==> src/design/ucsa_pkg.sv <==
package ucsa_pkg;
   // ----------------------------------------
   // timing
   // ----------------------------------------
   localparam int CLK_MHZ = 25;
   localparam int QTR_NS = 2500;
   localparam int QTR_CYC = (QTR_NS * CLK_MHZ + 999) / 1000;
   localparam logic [6:0] QTR_M1 = 7'(QTR_CYC - 1);
   localparam int WC_NS = 5000000;
   localparam int WC_CYC = (WC_NS / 1000) * CLK_MHZ;
   // ----------------------------------------
   // request codes
   // ----------------------------------------
   localparam logic [7:0] RT_VEND_OUT = 8'h40;
   localparam logic [7:0] RT_VEND_IN = 8'hC0;
   localparam logic [7:0] RQ_LOAD = 8'h01;
   localparam logic [7:0] RQ_READ = 8'h02;
   localparam logic [15:0] SRC_CFG = 16'h0000;
   localparam logic [15:0] SRC_EE = 16'h0002;
   // ----------------------------------------
   // memory map
   // ----------------------------------------
   localparam int CFG_BYTES = 16;
   localparam int NAME_BYTES = 24;
   localparam logic [8:0] CFG_LAST = 9'h00F;
   localparam logic [8:0] NAME_FIRST = 9'h104;
   localparam logic [8:0] NAME_LAST = 9'h11B;
   localparam logic [3:0] EE_DEV_ID = 4'hA;
   localparam logic [1:0] EE_DEV_PINS = 2'h0;
   // ----------------------------------------
   // serial sequencing
   // ----------------------------------------
   localparam logic [1:0] PH_SAMPLE = 2'h2;
   localparam logic [1:0] PH_LAST = 2'h3;
   localparam logic [3:0] BIT_ACK = 4'h8;
   localparam logic [2:0] STEP_WR_LAST = 3'h4;
   localparam logic [2:0] STEP_RD_LAST = 3'h6;
   // ----------------------------------------
   // types
   // ----------------------------------------
   typedef struct packed {
      logic [7:0] req_type;
      logic [7:0] request;
      logic [15:0] value;
      logic [15:0] index;
      logic [15:0] length;
   } ucsa_setup_s;
   typedef logic [CFG_BYTES-1:0][7:0] ucsa_cfg_t;
   typedef logic [NAME_BYTES-1:0][7:0] ucsa_name_t;
   typedef enum {OP_START, OP_WR, OP_RD, OP_STOP} ucsa_op_e;
   typedef enum {E_IDLE, E_RUN} ucsa_est_e;
   typedef enum {S_IDLE, S_WGET, S_RUN, S_WC, S_RSEND} ucsa_cst_e;
endpackage : ucsa_pkg

==> src/design/ucsa_top.sv <==
`timescale 1ns/10ps
module ucsa_top import ucsa_pkg::*; #(
   parameter int WC_CYCLES = WC_CYC,
   parameter logic [6:0] QTR_LAST = QTR_M1
) (
   // clock and reset
   input logic ref_clk_in,
   input logic resetn_in,
   // control request
   input logic setup_valid_in,
   input ucsa_setup_s setup_in,
   output logic setup_ready_out,
   output logic req_err_out,
   output logic done_out,
   // data stage
   input logic wr_valid_in,
   input logic [7:0] wr_data_in,
   output logic wr_ready_out,
   output logic rd_valid_out,
   output logic [7:0] rd_data_out,
   input logic rd_ready_in,
   // configuration image
   output ucsa_cfg_t cfg_out,
   output ucsa_name_t name_out,
   output logic boot_done_out,
   // serial memory
   output logic scl_out,
   input logic sda_in,
   output logic sda_out,
   output logic sda_oe_out
);
   function automatic ucsa_op_e step_op(input logic rd, input logic [2:0] s);
      if (s == 3'h0 || (rd && s == 3'h3)) begin
         return OP_START;
      end
      if (s == (rd ? STEP_RD_LAST : STEP_WR_LAST)) begin
         return OP_STOP;
      end
      return (rd && s == 3'h5) ? OP_RD : OP_WR;
   endfunction : step_op

   function automatic logic is_kind(input ucsa_setup_s s, input logic rd);
      return s.req_type == (rd ? RT_VEND_IN : RT_VEND_OUT) &&
         s.request == (rd ? RQ_READ : RQ_LOAD) &&
         (s.value == SRC_CFG || s.value == SRC_EE);
   endfunction : is_kind

   // ----------------------------------------
   // serial engine
   // ----------------------------------------
   ucsa_est_e e_st, next_e_st;
   ucsa_op_e e_op, next_e_op, go_op;
   logic [2:0] sync, next_sync;
   logic sda_f, next_sda_f;
   logic [1:0] ph, next_ph;
   logic [6:0] qcnt, next_qcnt;
   logic [3:0] bitn, next_bitn;
   logic [7:0] sh, next_sh, go_byte;
   logic smp, next_smp;
   logic e_done, next_e_done;
   logic scl, next_scl;
   logic sda_low, next_sda_low;
   logic e_go;

   always_comb begin
      next_sync = {sync[1:0], sda_in};
      next_sda_f = (sync[1] == sync[2]) ? sync[2] : sda_f;
      next_e_st = e_st;
      next_e_op = e_op;
      next_ph = ph;
      next_qcnt = qcnt;
      next_bitn = bitn;
      next_sh = sh;
      next_smp = smp;
      next_e_done = 1'b0;
      unique case (e_st)
         E_IDLE: if (e_go) begin
            next_e_st = E_RUN;
            next_e_op = go_op;
            next_ph = 2'h0;
            next_qcnt = 7'h00;
            next_bitn = 4'h0;
            // start, stop and read keep the shifter so a read byte survives the stop
            if (go_op == OP_WR) begin
               next_sh = go_byte;
            end
         end
         E_RUN: if (qcnt == QTR_LAST) begin
            next_qcnt = 7'h00;
            next_ph = ph + 2'h1;
            if (ph == PH_SAMPLE) begin
               next_smp = sda_f;
            end
            if (ph == PH_LAST) begin
               if (e_op == OP_START || e_op == OP_STOP || bitn == BIT_ACK) begin
                  next_e_st = E_IDLE;
                  next_e_done = 1'b1;
               end else begin
                  next_bitn = bitn + 4'h1;
                  next_sh = {sh[6:0], smp};
               end
            end
         end else begin
            next_qcnt = qcnt + 7'h01;
         end
      endcase
      // line levels, data moves only while the clock is low, except at start and stop
      next_scl = scl;
      next_sda_low = sda_low;
      if (e_st == E_RUN) begin
         next_scl = (ph == 2'h1 || ph == PH_SAMPLE) || (e_op == OP_STOP && ph != 2'h0);
         unique case (e_op)
            OP_START: next_sda_low = ph[1];
            OP_STOP: next_sda_low = !ph[1];
            OP_WR: next_sda_low = (bitn != BIT_ACK) && !sh[7];
            OP_RD: next_sda_low = 1'b0;
         endcase
      end
   end

   always_ff @(posedge ref_clk_in or negedge resetn_in) begin
      if (!resetn_in) begin
         e_st <= E_IDLE;
         e_op <= OP_START;
         sync <= 3'h7;
         sda_f <= 1'b1;
         ph <= 2'h0;
         qcnt <= 7'h00;
         bitn <= 4'h0;
         sh <= 8'hFF;
         smp <= 1'b1;
         e_done <= 1'b0;
         scl <= 1'b1;
         sda_low <= 1'b0;
      end else begin
         e_st <= next_e_st;
         e_op <= next_e_op;
         sync <= next_sync;
         sda_f <= next_sda_f;
         ph <= next_ph;
         qcnt <= next_qcnt;
         bitn <= next_bitn;
         sh <= next_sh;
         smp <= next_smp;
         e_done <= next_e_done;
         scl <= next_scl;
         sda_low <= next_sda_low;
      end
   end

   // ----------------------------------------
   // request controller
   // ----------------------------------------
   ucsa_cst_e c_st, next_c_st;
   logic [2:0] step, next_step;
   logic rd_mode, next_rd_mode;
   logic to_ee, next_to_ee;
   logic boot, next_boot;
   logic armed, next_armed;
   logic [8:0] addr, next_addr;
   logic [15:0] remain, next_remain;
   logic [7:0] wbyte, next_wbyte;
   logic [7:0] rdat, next_rdat;
   logic [16:0] wc, next_wc;
   logic err, next_err;
   logic done, next_done;
   logic adv;
   ucsa_cfg_t cfg, next_cfg;
   ucsa_name_t name, next_name;

   assign e_go = (c_st == S_RUN) && armed && (e_st == E_IDLE);
   assign go_op = step_op(rd_mode, step);
   always_comb begin
      unique case (step)
         3'h1: go_byte = {EE_DEV_ID, EE_DEV_PINS, addr[8], 1'b0};
         3'h2: go_byte = addr[7:0];
         3'h3: go_byte = wbyte;
         3'h4: go_byte = {EE_DEV_ID, EE_DEV_PINS, addr[8], 1'b1};
         default: go_byte = 8'hFF;
      endcase
   end

   always_comb begin
      adv = 1'b0;
      next_c_st = c_st;
      next_step = step;
      next_rd_mode = rd_mode;
      next_to_ee = to_ee;
      next_boot = boot;
      next_armed = armed;
      next_addr = addr;
      next_remain = remain;
      next_wbyte = wbyte;
      next_rdat = rdat;
      next_wc = wc;
      next_err = 1'b0;
      next_done = 1'b0;
      next_cfg = cfg;
      next_name = name;
      unique case (c_st)
         S_IDLE: if (setup_valid_in) begin
            next_addr = {1'b0, setup_in.index[7:0]};
            next_remain = setup_in.length;
            next_to_ee = setup_in.value == SRC_EE;
            next_step = 3'h0;
            next_armed = 1'b1;
            if (is_kind(setup_in, 1'b0)) begin
               next_rd_mode = 1'b0;
               next_c_st = S_WGET;
            end else if (is_kind(setup_in, 1'b1)) begin
               next_rd_mode = 1'b1;
               next_c_st = (setup_in.value == SRC_EE) ? S_RUN : S_RSEND;
               next_rdat = cfg[setup_in.index[3:0]];
            end else begin
               next_err = 1'b1;
            end
            if (setup_in.length == 16'h0000 && next_c_st != S_IDLE) begin
               next_c_st = S_IDLE;
               next_done = 1'b1;
            end
         end
         S_WGET: if (wr_valid_in) begin
            next_wbyte = wr_data_in;
            if (to_ee) begin
               if (addr <= CFG_LAST) begin
                  next_cfg[addr[3:0]] = wr_data_in;
               end
               next_c_st = S_RUN;
               next_step = 3'h0;
               next_armed = 1'b1;
            end else begin
               next_cfg[addr[3:0]] = wr_data_in;
               adv = 1'b1;
            end
         end
         S_RUN: begin
            if (e_go) begin
               next_armed = 1'b0;
            end
            if (e_done) begin
               next_armed = 1'b1;
               next_step = step + 3'h1;
               if (step == (rd_mode ? STEP_RD_LAST : STEP_WR_LAST)) begin
                  next_step = 3'h0;
                  if (boot) begin
                     if (addr <= CFG_LAST) begin
                        next_cfg[addr[3:0]] = sh;
                     end else begin
                        next_name[5'(addr - NAME_FIRST)] = sh;
                     end
                     next_addr = (addr == CFG_LAST) ? NAME_FIRST : addr + 9'h001;
                     if (addr == NAME_LAST) begin
                        next_boot = 1'b0;
                        next_c_st = S_IDLE;
                     end
                  end else if (rd_mode) begin
                     next_rdat = sh;
                     next_c_st = S_RSEND;
                  end else begin
                     next_wc = 17'h00000;
                     next_c_st = S_WC;
                  end
               end
            end
         end
         S_WC: begin
            next_wc = wc + 17'h00001;
            if (wc == 17'(WC_CYCLES - 1)) begin
               next_c_st = S_WGET;
               adv = 1'b1;
            end
         end
         S_RSEND: if (rd_ready_in) begin
            adv = 1'b1;
            next_rdat = cfg[addr[3:0] + 4'h1];
            if (to_ee) begin
               next_c_st = S_RUN;
               next_step = 3'h0;
               next_armed = 1'b1;
            end
         end
      endcase
      if (adv) begin
         next_addr = {1'b0, addr[7:0] + 8'h01};
         next_remain = remain - 16'h0001;
         if (remain == 16'h0001) begin
            next_c_st = S_IDLE;
            next_done = 1'b1;
         end
      end
   end

   // reset starts the reload of the image from memory
   always_ff @(posedge ref_clk_in or negedge resetn_in) begin
      if (!resetn_in) begin
         c_st <= S_RUN;
         boot <= 1'b1;
         rd_mode <= 1'b1;
         armed <= 1'b1;
         step <= 3'h0;
         to_ee <= 1'b1;
         addr <= 9'h000;
         remain <= 16'h0000;
         wbyte <= 8'h00;
         rdat <= 8'h00;
         wc <= 17'h00000;
         err <= 1'b0;
         done <= 1'b0;
         cfg <= '0;
         name <= '0;
      end else begin
         c_st <= next_c_st;
         boot <= next_boot;
         rd_mode <= next_rd_mode;
         armed <= next_armed;
         step <= next_step;
         to_ee <= next_to_ee;
         addr <= next_addr;
         remain <= next_remain;
         wbyte <= next_wbyte;
         rdat <= next_rdat;
         wc <= next_wc;
         err <= next_err;
         done <= next_done;
         cfg <= next_cfg;
         name <= next_name;
      end
   end

   assign setup_ready_out = (c_st == S_IDLE);
   assign wr_ready_out = (c_st == S_WGET);
   assign rd_valid_out = (c_st == S_RSEND);
   assign rd_data_out = rdat;
   assign req_err_out = err;
   assign done_out = done;
   assign cfg_out = cfg;
   assign name_out = name;
   assign boot_done_out = !boot;
   assign scl_out = scl;
   assign sda_out = 1'b0;
   assign sda_oe_out = sda_low;

   // ----------------------------------------
   // checks
   // ----------------------------------------
   logic [7:0] hi_cnt;
   always_ff @(posedge ref_clk_in or negedge resetn_in) begin
      if (!resetn_in) begin
         hi_cnt <= 8'h00;
      end else begin
         hi_cnt <= scl ? hi_cnt + 8'h01 : 8'h00;
      end
   end

   a_bad_code_err: assert property (@(posedge ref_clk_in) disable iff (!resetn_in)
      setup_valid_in && setup_ready_out && setup_in.req_type == RT_VEND_OUT &&
      setup_in.request != RQ_LOAD |=> req_err_out && setup_ready_out)
      else $error("unknown vendor code not flagged");
   a_load_decode: assert property (@(posedge ref_clk_in) disable iff (!resetn_in)
      setup_valid_in && setup_ready_out && is_kind(setup_in, 1'b0) &&
      setup_in.length != 16'h0000 |=> wr_ready_out && !rd_mode)
      else $error("load request not taken as write");
   a_read_decode: assert property (@(posedge ref_clk_in) disable iff (!resetn_in)
      setup_valid_in && setup_ready_out && is_kind(setup_in, 1'b1) &&
      setup_in.value == SRC_EE && setup_in.length != 16'h0000 |=> c_st == S_RUN && rd_mode)
      else $error("memory read not started");
   a_local_write_only: assert property (@(posedge ref_clk_in) disable iff (!resetn_in)
      wr_ready_out && !to_ee |-> e_st == E_IDLE ##1 e_st == E_IDLE)
      else $error("internal write touched serial memory");
   a_mirror_write: assert property (@(posedge ref_clk_in) disable iff (!resetn_in)
      wr_ready_out && wr_valid_in && to_ee && addr <= CFG_LAST |=>
      cfg[$past(addr[3:0])] == $past(wr_data_in))
      else $error("memory write not mirrored");
   a_read_cfg_src: assert property (@(posedge ref_clk_in) disable iff (!resetn_in)
      rd_valid_out && !to_ee |-> rd_data_out == cfg[addr[3:0]])
      else $error("internal read returned wrong byte");
   a_scl_high_time: assert property (@(posedge ref_clk_in) disable iff (!resetn_in)
      $fell(scl) && e_op != OP_START |-> $past(hi_cnt) == 8'(2 * QTR_LAST + 1))
      else $error("clock high time off");
   a_sda_stable_hi: assert property (@(posedge ref_clk_in) disable iff (!resetn_in)
      scl && $past(scl) && (e_op == OP_WR || e_op == OP_RD) |-> $stable(sda_low))
      else $error("data moved while clock high");
   a_boot_blocks: assert property (@(posedge ref_clk_in) disable iff (!resetn_in)
      boot |-> !setup_ready_out)
      else $error("request taken before image load");
   a_name_jump: assert property (@(posedge ref_clk_in) disable iff (!resetn_in)
      boot && addr == CFG_LAST && e_done && step == STEP_RD_LAST |=> addr == NAME_FIRST)
      else $error("name load not at its offset");
   a_host_addr_8bit: assert property (@(posedge ref_clk_in) disable iff (!resetn_in)
      !boot && c_st == S_RUN |-> !addr[8])
      else $error("host access beyond 256 bytes");
endmodule : ucsa_top

==> config.mk <==
export PLATFORM = sky130hd
export DESIGN_NAME = ucsa_top
export DESIGN_NICKNAME = d
export VERILOG_FILES = /design/src/design/ucsa_pkg.sv /design/src/design/ucsa_top.sv
export SDC_FILE = /design/constraint.sdc
export NUM_CORES = 1
export LEC_CHECK = 0
export ABC_CLOCK_PERIOD_IN_PS = 7400
export BUFFER_PORTS_ARGS = -buffer_cell sky130_fd_sc_hd__buf_4
export CORE_MARGIN = 4
export CORE_UTILIZATION = 60
export CTS_CLUSTER_DIAMETER = 150
export DETAILED_ROUTE_END_ITERATION = 16
export HOLD_SLACK_MARGIN = 0.06
export PLACE_DENSITY = 0.86
export SYNTH_ARGS = -nofsm -noshare
export SYNTH_HDL_FRONTEND = slang
export SYNTH_SLANG_ARGS = --single-unit
==> constraint.sdc <==
create_clock -name ref_clk_in -period 7.4 [get_ports ref_clk_in]
set_input_delay 1.48 -clock ref_clk_in [delete_from_list [all_inputs] [get_ports ref_clk_in]]
set_output_delay 1.48 -clock ref_clk_in [all_outputs]
set_load 0.05 [all_outputs]
Yosys cells after proc, flatten, opt, wreduce, memory -nomap -nowiden
Index checks and enable logic that the tools add are counted.
Widths: inputs -> output; s select.
{"block": "totals", "reg_bits": 512}
{"block": "op_classes", "addsub": 10, "magnitude_cmp": 7, "eq_ne": 60, "n_mux": 130, "n_bitwise": 1, "n_reduce_logical": 59}
{"op": "$mux 128", "count": 7}
{"op": "$mux 32", "count": 22}
{"op": "$bwmux 128", "count": 2}
{"op": "$pmux 128 s2", "count": 1}
{"op": "$eq 32x2->1 const B", "count": 7}
{"op": "$bwmux 192", "count": 1}
{"op": "$logic_not 32->1", "count": 6}
{"op": "$pmux 32 s5", "count": 1}
{"op": "$mux 8", "count": 17}
{"op": "$eq 32x1->1 const B", "count": 3}
{"op": "$eq 32x3->1 const B", "count": 3}
{"op": "$mux 17", "count": 4}
{"op": "$bmux 8 s4", "count": 2}
{"op": "$pmux 32 s2", "count": 1}
{"op": "$mux 9", "count": 6}
{"op": "$mux 16", "count": 3}
{"op": "$demux 8 s5", "count": 1}
{"op": "$ne 2x2->1 const B", "count": 18}
{"op": "$pmux 17 s2", "count": 1}
{"op": "$demux 8 s4", "count": 1}
{"op": "$eq 32x4->1 const B", "count": 1}
{"op": "$logic_not 16->1", "count": 2}
{"op": "$pmux 8 s4", "count": 1}
{"op": "$reduce_bool 32->1", "count": 1}
{"op": "62 further kinds", "count": 155}

Longest topological paths before layout
{"block": "depth", "word_depth": 14, "depth_mapped": 12, "mapped_depth_nobuf": 9}

Worst setup path before layout
OpenSTA, ideal clock, no wires.
{"block": "synth_timing", "path_kind": "reg2out", "from": "register c_st[29]", "to": "output port wr_ready_out", "arrival_time_ns": 2.531, "t_required_ns": 5.920, "path_slack_ns": 3.389, "stages_incl_launch_ff": 7, "path_cell_list": "dfrtp_1 > or4_1 > or4_4 > nor2_4 > buf_2 > nand2_1 > nor2_1"}
{"block": "synth_via", "elab_chain_len": 1}
{"item": "from (decl)", "line_no": "ucsa_top.sv:154", "source": "ucsa_cst_e c_st, next_c_st;"}
{"item": "from (signal assigned)", "line_no": "ucsa_top.sv:312", "source": "c_st <= next_c_st;"}
{"item": "$eq 32x2->1", "line_no": "ucsa_top.sv:331", "source": "assign wr_ready_out = (c_st == S_WGET);"}
{"item": "to (decl)", "line_no": "ucsa_top.sv:18", "source": "output logic wr_ready_out,"}
No other way between the ends.

Worst setup path in the final report
Same ends and word-level chain as after synthesis.

==> key figures <==
Global route
  – First-pass GRT wire length: 98900 um
  – Initial antenna violation count: 6
  – Overall routing resource usage: 0.326
  – Vias in the first global route: 16.5k
  – Grt total ovfl: 0
  – Largest net degree at the start of global routing: 150

Floorplan
  – Core Area: 34900 sq um
  – Cell Rows: 68
  – Die Width: 197 um
  – Die area: 38800 sq um
  – Initial core utilization: 0.615
  – Die height: 197 um
  – IO Pins: 415

Placed design
  – PortBufs: 405
  – DP HPWL: 44000 um
  – Placed cell area: 24800 sq um
  – Post-placement cell count: 2451
  – GP Congestion: 0.885

Detailed routing
  – Drt total wl: 64600 um
  – Initial DRC count: 1406
  – DR vias: 16.2k
  – First drt pass iteration count: 7
  – Antenna viol nets, final: 0
  – DR WL/cell: 25.4 um
  – Residual DRC: 0
  – Routed vias/inst: 6.36

Setup path
  – Setup crit start kind: register
  – CP max stage cell: or4_1
  – Top Family by Delay on Critical Path: simple AND/OR/NAND/NOR gates
  – Crit path cell chain: or4_1 -> or4_4 -> nor2_4 -> nand2_1 -> nor2_1 -> buf_4
  – Critical Path Fanout Max: 23
  – Worst path required time: 5.92 ns
  – CP arrival: 3.17 ns
  – R2R Setup Slk: 2.99 ns
  – CP Class: reg2out
  – CP Buf/Inv Count: 1
  – Critical Path End Type: output pin
  – Critical path's largest stage delay: 0.60 ns

Synth
  – Top FF cell, synth: dfrtp_1
  – Register area share after synthesis: 0.527
  – Ys Warns: 0
  – Synthesized area per cell: 12.8 sq um
  – Post-synth top area cell: dfrtp_1
  – Distinct cells, synth: 64
  – Cell count after synthesis: 1674
  – Post-synth ARST share: 1.00
  – Most common library cells after synthesis: 432 x dfrtp_1, 256 x mux2_2, 114 x nand2_1
  – Top-area cell type share of the netlist area: 0.504
  – Area contributors post-synth: dfrtp_1 50%, mux2_2 13%, mux4_2 6.7%
  – Cell area after synthesis: 21500 sq um
  – Cell with the most instances after synthesis: dfrtp_1
  – Syn_nets: 1779
  – Post-synth EDFFs: 0
  – #FFs+latches synth: 451

STA
  – Fin. max-slew vios: 0
  – FMAX: 215 MHz
  – Setup Viol. Count Final: 0
  – Worst-margin pin slew: 1.12 ns
  – Tcrit/Tclk final: 0.629
  – Final Hold Fails: 0
  – Rel. slew slack: 0.250
  – Min Hold Slack: 0.357 ns
  – Clock skew: 0.0162 ns
  – Setup TNS: 0 ns
  – RSZ-0062 raised after global routing: false
  – Final Critical Period: 4.65 ns

Clock tree
  – CTS tree: done
  – Clk Latency, worst-skew pair: 0.55 ns
  – Clk slew on worst S/H paths: 0.06 ns
  – CTS H-tree lvls: 2
  – Post-CTS setup buffers: 0
  – Clock Root Buffer: clkbuf_16
  – Post_cts resized: 0
  – Clock sink count: 451
  – Deepest clock path buffer count: 3
  – Hold_buf cts: 0
  – TritonCTS Buffers: 47

Cells and area
  – Layout area overhead: 22.7%
  – Post-layout util: 0.755
  – Register Area: 11300 sq um
  – Fin nets: 2150
  – Design area: 26300 sq um
  – Multi-input logic area: 9600 sq um
  – # fillers: 2123
  – Layout cells sized above 1: 0.416
  – Non-Filler Instances: 2541

Power
  – PwrDens: 391 nW/um^2
  – Total leakage power: 0.0130 uW
  – Worst IR Drop VDD: 0.379 mV

Job
  – Max_cap viols: 0

Run status
  – Status: completed

Hold path
  – Worst hold path class: reg2reg
==> flip-flops by register name (all words and copies together), names as in the netlist, 2 cells and up <==
name and flops:
addr 9, bitn 4, c_st 32, cfg_out 128
e_op 2, name_out 192, ph 2, qcnt 7
rd_data_out 8, remain 16, sh 8, step 3
sync 3, wbyte 8, wc 17
==> power breakdown <==
part / switching, uW / internal (uW)
Sequential: 743 / 2950
Combinational: 2780 / 1510
Clock: 977 / 1330
==> cell type report <==
| type | instances | area share |
|---|---|---|
| clock inverter | 16 | 0.00447 |
| timing repair buffer | 422 | 0.121 |
| multi-input combinational | 1083 | 0.365 |
| antenna | 5 | 0.000475 |
| tap | 455 | 0.0216 |
| sequential | 451 | 0.430 |
| inverter | 40 | 0.00570 |
| clock buffer | 69 | 0.0525 |
==> metrics by stage <==
step / power (uW) / setup slack [ns]
after floorplan: 6390 / 3.39
after global placement: 7770 / 3.19
after detailed placement: 7900 / 3.11
after CTS: 10200 / 2.76
after global routing: 10700 / 2.65
final: 10300 / 2.75
==> worst paths after layout <==
check / startpoint / to / cells after the start
max in group asynchronous: resetn_in / name_out[82]$_DFFE_PN0P_ / 2
setup reg to reg: c_st[29]$_DFF_PN0_ / name_out[59]$_DFFE_PN0P_ / 8
setup / recovery: c_st[29]$_DFF_PN0_ / wr_ready_out / 6
hold / removal: sync[0]$_DFF_PN1_ / sync[1]$_DFF_PN1_ / 0
min in group asynchronous: resetn_in / remain[8]$_DFFE_PN0P_ / 1
hold reg to reg: sync[0]$_DFF_PN1_ / sync[1]$_DFF_PN1_ / 0
==> cell usage in the layout (no fill, tap or decap), types with 9 or more instances in the layout <==
cell / n
dfrtp_1: 432
buf_4: 420
mux2_2: 256
nand2_1: 114
mux2_1: 85
nor2_1: 71
mux4_2: 64
a21oi_1: 57
clkbuf_16: 49
nor2b_1: 45
inv_1: 40
o21ai_0: 35
nand3_1: 32
nand4_1: 30
ha_1: 26
nor4_1: 24
nor3_1: 23
nand3_4: 20
mux2i_1: 19
dfstp_2: 19
xnor2_1: 18
or3_1: 13
a211oi_1: 13
o211ai_1: 12
o311ai_0: 12
clkbuf_1: 12
clkinv_2: 11
and3_1: 10
a22oi_1: 9
==> cells by family (layout without fill, tap and decap cells) <==
logic type | Yosys count | count (layout) | synth area share
DFF | 451 | 451 | 0.527
muxes | 424 | 424 | 0.255
and+or+nand+nor | 411 | 411 | 0.107
AOI/OAI and AO/OA | 196 | 196 | 0.0591
buffers and inverters | 140 | 547 | 0.0256
adders and majority gates | 28 | 28 | 0.0162
xor gates and xnor gates | 23 | 23 | 0.00939
other | 1 | 6 | 0.000175
==> routing by layer <==
layer | share of wire | GRT usage
met1 | 0.37 | 0.425
met2 | 0.49 | 0.542
met3 | 0.099 | 0.0797
met4 | 0.040 | 0.114
met5 | 0.00022 | 0
Power figures use the tool's default switching activity.
